[config.mk]
export PLATFORM = sky130hd
export DESIGN_NAME = sct_top
export DESIGN_NICKNAME = d
export VERILOG_FILES = /design/src/design/sct_pkg.sv /design/src/design/sct_top.sv
export SDC_FILE = /design/constraint.sdc
export NUM_CORES = 1
export LEC_CHECK = 0
export BUFFER_PORTS_ARGS = -buffer_cell sky130_fd_sc_hd__buf_2
export CORE_MARGIN = 3
export CORE_UTILIZATION = 45
export DETAILED_ROUTE_END_ITERATION = 12
export PLACE_DENSITY = 0.65
export SLEW_MARGIN = 30
export SYNTH_ARGS = -nofsm -noshare
export SYNTH_HDL_FRONTEND = slang
export SYNTH_SLANG_ARGS = --single-unit
[constraint.sdc]
create_clock -name hclk -period 3.7 [get_ports hclk]
set_clock_uncertainty 0.1 [all_clocks]
set_input_delay 0.74 -clock hclk [delete_from_list [all_inputs] [get_ports hclk]]
set_output_delay 0.74 -clock hclk [all_outputs]
set_load 0.005 [all_outputs]
[src/design/sct_pkg.sv]
// Operation
// - execute trap only when condition passes
// - executed trap enters supervisor mode
// - vector to fixed address, save status word
// - link register gets following word address
// - flag-setting return move restores status word
// - nested trap overwrites link and saved status
// - low 24 trap bits ignored by decode
// - trap occupies three fetch cycles
// - only control coprocessor fifteen register moves
// - other coprocessor instructions take undefined trap
// - internal coprocessor op traps undefined whenever condition passes
// - coprocessor load/store traps, no memory access
// - internal op decode uses bit 4, 27:24
// - internal op returns nothing, core never waits
// - core gives address, coprocessor moves data
// - transfer class 110 with P, U, L, W
// - move to r15 copies flags only
// - config access: one fetch, three internal cycles
package sct_pkg;
   // ----------------------------------------------------------------
   // register map
   // ----------------------------------------------------------------
   localparam int          REG_AW    = 8;
   localparam logic [7:0]  OFS_INSTR = 8'h00;
   localparam logic [7:0]  OFS_PSW   = 8'h04;
   localparam logic [7:0]  OFS_SPSR  = 8'h08;
   localparam logic [7:0]  OFS_LINK  = 8'h0c;
   localparam logic [7:0]  OFS_PC    = 8'h10;
   localparam logic [7:0]  OFS_XFER  = 8'h14;
   localparam logic [7:0]  OFS_CFG   = 8'h18;
   localparam logic [7:0]  OFS_STAT  = 8'h1c;
   localparam logic [7:0]  OFS_DEC   = 8'h20;
   // ----------------------------------------------------------------
   // reset values, vectors, modes
   // ----------------------------------------------------------------
   localparam logic [31:0] PSW_RST   = 32'h0000_0010;
   localparam logic [31:0] VEC_SOFT  = 32'h0000_0008;
   localparam logic [31:0] VEC_UNDEF = 32'h0000_0004;
   localparam logic [31:0] WORD_STEP = 32'h0000_0004;
   localparam logic [31:0] PC_READ_OFS = 32'h0000_000c;
   localparam logic [4:0]  MODE_SVC  = 5'h13;
   localparam logic [4:0]  MODE_UND  = 5'h1b;
   // ----------------------------------------------------------------
   // instruction fields
   // ----------------------------------------------------------------
   localparam int          COND_LSB  = 28;
   localparam int          CLS_LSB   = 24;
   localparam int          MODE_MSB  = 4;
   localparam int          CP_LSB    = 8;
   localparam int          RD_LSB    = 12;
   localparam int          BIT_MOVE  = 4;
   localparam int          BIT_LOAD  = 20;
   localparam logic [3:0]  CLS_SOFT  = 4'hf;
   localparam logic [3:0]  CLS_COP   = 4'he;
   localparam logic [2:0]  CLS_CMEM  = 3'h6;
   localparam logic [3:0]  CP_CTRL   = 4'hf;
   localparam logic [3:0]  REG_R15   = 4'hf;
   localparam logic [27:0] RET_CODE  = 28'h1b0_f00e;
   localparam logic [31:0] CMEM_MASK = 32'h01f0_00ff;
   // ----------------------------------------------------------------
   // timing and status
   // ----------------------------------------------------------------
   localparam logic [2:0]  SOFT_CYC  = 3'h3;
   localparam logic [2:0]  CFG_CYC   = 3'h4;
   localparam int          STAT_OUT  = 1;
   localparam logic [2:0]  OUT_NONE  = 3'h0;
   localparam logic [2:0]  OUT_SKIP  = 3'h1;
   localparam logic [2:0]  OUT_SOFT  = 3'h2;
   localparam logic [2:0]  OUT_UNDEF = 3'h3;
   localparam logic [2:0]  OUT_CFG   = 3'h4;
   localparam logic [2:0]  OUT_RET   = 3'h5;
   localparam logic [2:0]  OUT_OTHER = 3'h6;

   typedef enum logic [1:0] {
      ST_IDLE = 2'b01,
      ST_BUSY = 2'b10
   } sct_state_type;
endpackage : sct_pkg

[src/design/sct_top.sv]
// The address map and the AHB-Lite interface to the registers were left to the implementer.
module sct_top
   import sct_pkg::*;
#(
   parameter int ADDR_W = 8
) (
   // clock and reset
   input  wire logic              hclk,
   input  wire logic              hresetn,
   // ahb-lite slave
   input  wire logic              hsel,
   input  wire logic [ADDR_W-1:0] haddr,
   input  wire logic [1:0]        htrans,
   input  wire logic              hwrite,
   input  wire logic [2:0]        hsize,
   input  wire logic [31:0]       hwdata,
   input  wire logic              hready,
   output logic                   hreadyout,
   output logic [31:0]            hrdata,
   output logic                   hresp,
   // core events and state
   output logic                   soft_taken,
   output logic                   undef_taken,
   output logic                   busy,
   output logic [31:0]            cur_status
);

   // ----------------------------------------------------------------
   // elaboration check
   // ----------------------------------------------------------------
   if (ADDR_W < REG_AW) begin : g_bad_aw
      $error("sct_top: ADDR_W must be at least 8");
   end

   // ----------------------------------------------------------------
   // condition evaluation
   // ----------------------------------------------------------------
   function automatic logic cond_pass(input logic [3:0] c, input logic [3:0] f);
      logic n;
      logic z;
      logic cy;
      logic v;
      logic base;
      n = f[3];
      z = f[2];
      cy = f[1];
      v = f[0];
      case (c[3:1])
         3'h0: base = z;
         3'h1: base = cy;
         3'h2: base = n;
         3'h3: base = v;
         3'h4: base = cy & ~z;
         3'h5: base = (n == v);
         3'h6: base = ~z & (n == v);
         default: base = 1'b1;
      endcase
      // the never code fails rather than inverting always
      if (c[3:1] == 3'h7) begin
         cond_pass = ~c[0];
      end else begin
         cond_pass = base ^ c[0];
      end
   endfunction : cond_pass

   // ----------------------------------------------------------------
   // bus state
   // ----------------------------------------------------------------
   logic              dp_wr;
   logic              dp_rd;
   logic [7:0]        dp_addr;
   logic              next_dp_wr;
   logic              next_dp_rd;
   logic [7:0]        next_dp_addr;
   logic [31:0]       next_hrdata;
   logic              take;

   // ----------------------------------------------------------------
   // core state
   // ----------------------------------------------------------------
   sct_state_type     state;
   sct_state_type     next_state;
   logic [2:0]        cnt;
   logic [2:0]        next_cnt;
   logic [31:0]       pc;
   logic [31:0]       next_pc;
   logic [31:0]       psw;
   logic [31:0]       next_psw;
   logic [31:0]       spsr;
   logic [31:0]       next_spsr;
   logic [31:0]       link;
   logic [31:0]       next_link;
   logic [31:0]       xfer;
   logic [31:0]       next_xfer;
   logic [31:0]       cfg;
   logic [31:0]       next_cfg;
   logic [31:0]       dec;
   logic [31:0]       next_dec;
   logic [2:0]        outcome;
   logic [2:0]        next_outcome;
   logic              next_soft;
   logic              next_undef;

   // ----------------------------------------------------------------
   // bus slave
   // ----------------------------------------------------------------
   assign take      = hsel & htrans[1] & hready;
   // one wait state on reads keeps hrdata straight from a flop
   assign hreadyout = ~dp_rd;
   assign hresp     = 1'b0;

   always_comb begin
      next_dp_wr   = take & hwrite;
      next_dp_rd   = take & ~hwrite;
      next_dp_addr = take ? haddr[REG_AW-1:0] : dp_addr;
      next_hrdata  = hrdata;
      if (dp_rd) begin
         case (dp_addr)
            OFS_PSW:  next_hrdata = psw;
            OFS_SPSR: next_hrdata = spsr;
            OFS_LINK: next_hrdata = link;
            OFS_PC:   next_hrdata = pc;
            OFS_XFER: next_hrdata = xfer;
            OFS_CFG:  next_hrdata = cfg;
            OFS_STAT: next_hrdata = {28'h000_0000, outcome, busy};
            OFS_DEC:  next_hrdata = dec;
            default:  next_hrdata = 32'h0000_0000;
         endcase
      end
   end

   always_ff @(posedge hclk or negedge hresetn) begin
      if (!hresetn) begin
         dp_wr   <= 1'b0;
         dp_rd   <= 1'b0;
         dp_addr <= 8'h00;
         hrdata  <= 32'h0000_0000;
      end else begin
         dp_wr   <= next_dp_wr;
         dp_rd   <= next_dp_rd;
         dp_addr <= next_dp_addr;
         hrdata  <= next_hrdata;
      end
   end

   // ----------------------------------------------------------------
   // instruction fields
   // ----------------------------------------------------------------
   // decoded straight from hwdata in the write data phase
   logic [3:0]        ins_cond;
   logic [3:0]        ins_class;
   logic [3:0]        ins_cp;
   logic [3:0]        ins_rd;
   assign ins_cond  = hwdata[COND_LSB+3:COND_LSB];
   assign ins_class = hwdata[CLS_LSB+3:CLS_LSB];
   assign ins_cp    = hwdata[CP_LSB+3:CP_LSB];
   assign ins_rd    = hwdata[RD_LSB+3:RD_LSB];

   // ----------------------------------------------------------------
   // decode and execute
   // ----------------------------------------------------------------
   assign busy       = (state == ST_BUSY);
   assign cur_status = psw;

   always_comb begin
      logic [31:0] ins;
      logic        do_undef;
      ins          = hwdata;
      do_undef     = 1'b0;
      next_state   = state;
      next_cnt     = cnt;
      next_pc      = pc;
      next_psw     = psw;
      next_spsr    = spsr;
      next_link    = link;
      next_xfer    = xfer;
      next_cfg     = cfg;
      next_dec     = dec;
      next_outcome = outcome;
      next_soft    = 1'b0;
      next_undef   = 1'b0;
      case (state)
         ST_BUSY: begin
            // writes during a multi-cycle instruction are dropped
            next_cnt = cnt - 3'h1;
            if (cnt == 3'h1) begin
               next_state = ST_IDLE;
            end
         end
         ST_IDLE: begin
            if (dp_wr) begin
               case (dp_addr)
                  OFS_PSW:  next_psw  = hwdata;
                  OFS_SPSR: next_spsr = hwdata;
                  OFS_LINK: next_link = hwdata;
                  OFS_PC:   next_pc   = hwdata;
                  OFS_XFER: next_xfer = hwdata;
                  OFS_CFG:  next_cfg  = hwdata;
                  OFS_INSTR: begin
                     next_pc = pc + WORD_STEP;
                     if (!cond_pass(ins_cond, psw[31:COND_LSB])) begin
                        next_outcome = OUT_SKIP;
                     end else if (ins_class == CLS_SOFT) begin
                        next_psw[MODE_MSB:0] = MODE_SVC;
                        next_spsr = psw;
                        next_pc   = VEC_SOFT;
                        next_link = pc + WORD_STEP;
                        next_soft = 1'b1;
                        next_outcome = OUT_SOFT;
                        next_state = ST_BUSY;
                        next_cnt   = SOFT_CYC - 3'h1;
                     end else if (ins_class == CLS_COP && !ins[BIT_MOVE]) begin
                        do_undef = 1'b1;
                     end else if (ins_class == CLS_COP) begin
                        if (ins_cp != CP_CTRL) begin
                           do_undef = 1'b1;
                        end else begin
                           next_outcome = OUT_CFG;
                           next_state = ST_BUSY;
                           next_cnt   = CFG_CYC - 3'h1;
                           if (ins[BIT_LOAD]) begin
                              if (ins_rd == REG_R15) begin
                                 next_psw[31:COND_LSB] = cfg[31:COND_LSB];
                              end else begin
                                 next_xfer = cfg;
                              end
                           end else if (ins_rd == REG_R15) begin
                              next_cfg = pc + PC_READ_OFS;
                           end else begin
                              next_cfg = xfer;
                           end
                        end
                     end else if (ins_class[3:1] == CLS_CMEM) begin
                        next_dec = ins & CMEM_MASK;
                        do_undef = 1'b1;
                     end else if (ins[COND_LSB-1:0] == RET_CODE) begin
                        next_pc      = link;
                        next_psw     = spsr;
                        next_outcome = OUT_RET;
                     end else begin
                        next_outcome = OUT_OTHER;
                     end
                     if (do_undef) begin
                        next_pc   = VEC_UNDEF;
                        next_psw  = psw;
                        next_psw[MODE_MSB:0] = MODE_UND;
                        next_undef   = 1'b1;
                        next_outcome = OUT_UNDEF;
                     end
                  end
                  default: next_pc = pc;
               endcase
            end
         end
         default: begin
            next_state = ST_IDLE;
            next_cnt   = 3'h0;
         end
      endcase
   end

   always_ff @(posedge hclk or negedge hresetn) begin
      if (!hresetn) begin
         state       <= ST_IDLE;
         cnt         <= 3'h0;
         pc          <= 32'h0000_0000;
         psw         <= PSW_RST;
         spsr        <= 32'h0000_0000;
         link        <= 32'h0000_0000;
         xfer        <= 32'h0000_0000;
         cfg         <= 32'h0000_0000;
         dec         <= 32'h0000_0000;
         outcome     <= OUT_NONE;
         soft_taken  <= 1'b0;
         undef_taken <= 1'b0;
      end else begin
         state       <= next_state;
         cnt         <= next_cnt;
         pc          <= next_pc;
         psw         <= next_psw;
         spsr        <= next_spsr;
         link        <= next_link;
         xfer        <= next_xfer;
         cfg         <= next_cfg;
         dec         <= next_dec;
         outcome     <= next_outcome;
         soft_taken  <= next_soft;
         undef_taken <= next_undef;
      end
   end

endmodule : sct_top

==> results.toml <==
[global_route]
grt_pass1_vias = 13500
grt_pass1_wl_mm = 81.6
track_usage_pct = 29.2
antenna_found_initial = 2
grt_max_degree = 86
globalRouteOverflowTotal = 0

[clock_tree]
clockBufferDepth = 3
hold_buffers = 0
root_buffer = "clkbuf_16"
cts_tree = "built"
clock_sinks = 257
cts_max_level = 1
insertion_delay_ps = 570
cts_buffers = 30
cts_resized = 0
cts_setup_buffers = 0
clkTransAtPathRegs_ps = 60

[sta]
worst_pin_slew_ps = 882
finalSetupViolCount = 0
setup_tns_ps = 0
grt_setup_unrepaired = "no"
fmax_mhz = 314
hold_viol = 0
hold_slack_ps = 83.3
max_slew_margin_pct = 40.7
period_minus_slack_ps = 3180
finalMaxSlewViolations = 0
period_share_pct = 86.0

[power]
vdd_drop_max_mv = 0.341
p_leak_uw = 0.00755
power_density_nw_per_um2 = 415
power_uw = 7140

[setup_path]
rr_startpoint = "dp_addr[4]$_DFFE_PN0P_"
endpoint_kind = "flip-flop"
rr_endpoint = "cur_status[31]$_DFFE_PN0P_"
crit_path_start_kind = "flip-flop"
critPathKind = "flip-flop to flip-flop"
rr_worst_depth = 8
r2r_slack_ps = 520
cp_data_arrival_time_ps = 3540
critPathMaxFanout = 13
worst_ep_required_time_ps = 4050

[logic_synthesis]
synthArstFlopShare_pct = 100
yosysSeqAreaShare_pct = 42.9
synth_ff_type = "dfrtp_1"
netlist_instances = 1575
netlist-cell-type-count = 82
synth_edf_count = 0
synth_area_leaders = "dfrtp_1 43%, mux2_2 6.8%, a22oi_1 5.3%, nand2_1 4.4%, a21oi_1 3.4%"
yosysTopAreaCell = "dfrtp_1"
netlist_area_um2 = 15000
synth_top_area_share_pct = 42.6
synth_seq_cells = 257
synth.avg_cell_area_um2 = 9.52
ys_warn_count = 0
syn-num-nets = 1631
yosysMostFrequentCell = "dfrtp_1"
yosys-top-cells-count = "255 x dfrtp_1, 174 x nand2_1, 110 x nor2_1"

[die]
core_um2 = 32700
fp.dieArea_um2 = 35500
rows = 66
fp.dieW_um = 189
die_y_um = 189
io_pins = 119
floorplan.initialDensity_pct = 45.8

[placed_design]
io_buffers = 113
place_inst = 2063
dp_hpwl_mm = 35.2
place_congestion = 0.950

[route]
firstDrtPassIters = 8
wire_per_inst_um = 25.2
detail-route-antenna-nets = 0
viasPerCell = 6.47
num_vias = 13700
drcViolationCount = 0
initialDrtViolationCount = 1652
wirelength_mm = 53.2

[worst_hold_path]
hold_path_class = "input pin to async pin"

[layout]
num-nets-final = 1709
layoutNonFillerInstCount = 2115
layout-drive-gt1-share_pct = 24.1
area_growth_pct = 14.7
antenna_cells = 0

[status]
outcome = "finished clean"

[job]
drv_cap = 0
[worst max-delay path: stages, from the launching register on]
cell,delay (ps)
dfrtp_1,590
nor4_2,540
buf_4,260
nand2_1,120
nor3_1,470
a21bo_2,310
a211oi_2,160
buf_4,190
mux2_2,330
[cell families after synthesis]
group	Yosys count	synth area share [%]
adder cells (fa/ha/maj)	6	0.501
other	1	0.0250
AND/OR/NAND/NOR	448	14.2
XOR/XNOR	51	2.98
AO/OA/AOI/OAI	476	22.2
multiplexers	155	12.2
buffers and inverters	181	5.04
flip-flops	257	42.9
[area by class of cell]
cell class | count | area (um2)
Clock inverter | 11 | 109
Sequential cell | 257 | 6430
Fill cell | 3013 | 15500
Clock buffer | 41 | 863
Timing Repair Buffer | 184 | 1220
Multi-Input combinational cell | 1137 | 7860
Tap cell | 442 | 553
Inverter | 43 | 161
[stage by stage]
| stage | area (um2) | util [%] | worst slack (ps) |
|---|---|---|---|
| 2_1_floorplan | 15000 | - | 577 |
| 3_5_place_dp | 16200 | 49.6 | 261 |
| 6_report | 17200 | 52.6 | 518 |
| 4_1_cts | 17200 | 52.6 | 597 |
| 3_3_place_gp | 16200 | 49.6 | 273 |
| 5_1_grt | 17200 | 52.6 | 334 |
[where the power goes]
part	switching (uW)	internal, uW
sequential	228	3000
clock	1230	1750
combinational	542	380
total	2000	5140
[layer usage]
layer	wire length, um	vias up	share of wire (%)	GRT usage (%)
li1	-	6004	-	-
met1	22100	6699	42	40.8
met2	23500	839	44	44.8
met3	5440	146	10	6.53
met4	2130	4	4.0	11.0
met5	27	-	0.051	0
[worst max path at each step]
| stage | startpoint | endpoint | slack [ps] | depth (start not counted) |
|---|---|---|---|---|
| 2_1_floorplan | hwdata[31] | link[10]$_DFFE_PN0P_ | 580 | 10 |
| 3_3_place_gp | hwdata[4] | cur_status[17]$_DFFE_PN0P_ | 270 | 8 |
| 3_5_place_dp | hwdata[4] | cur_status[13]$_DFFE_PN0P_ | 260 | 8 |
| 4_1_cts | pc[2]$_DFFE_PN0P_ | pc[30]$_DFFE_PN0P_ | 600 | 7 |
| 5_1_grt | dp_addr[4]$_DFFE_PN0P_ | cfg[5]$_DFFE_PN0P_ | 330 | 8 |
| 6_report | dp_addr[4]$_DFFE_PN0P_ | cur_status[31]$_DFFE_PN0P_ | 520 | 8 |
[sequential cells by signal, indices dropped and copies added, names as in the netlist]
register,count
spsr,32
xfer,32
pc,32
outcome,3
hrdata,32
soft_taken,1
cnt,3
dp_wr,1
dec,13
link,32
dp_addr,8
undef_taken,1
dp_rd,1
state,2
cfg,32
cur_status,32
[cells in the final DEF, fill, tap and decap left out, types with 9 or more instances in the layout]
cell,count
clkbuf_16,31
nor2_1,106
buf_4,62
xnor2_1,25
mux2i_1,31
buf_12,9
a22o_1,27
nor3_1,31
a41oi_1,25
a222oi_1,14
o21ai_0,73
a21bo_2,16
buf_2,112
a22oi_1,106
mux2_2,91
a21oi_1,101
and3_1,9
nand3_1,22
nand4_1,20
dfrtp_1,254
nor4_1,17
a31oi_1,36
mux2_4,32
nand2_1,174
xor2_1,26
inv_1,43
No activity file was read; power rests on OpenSTA's default activity.
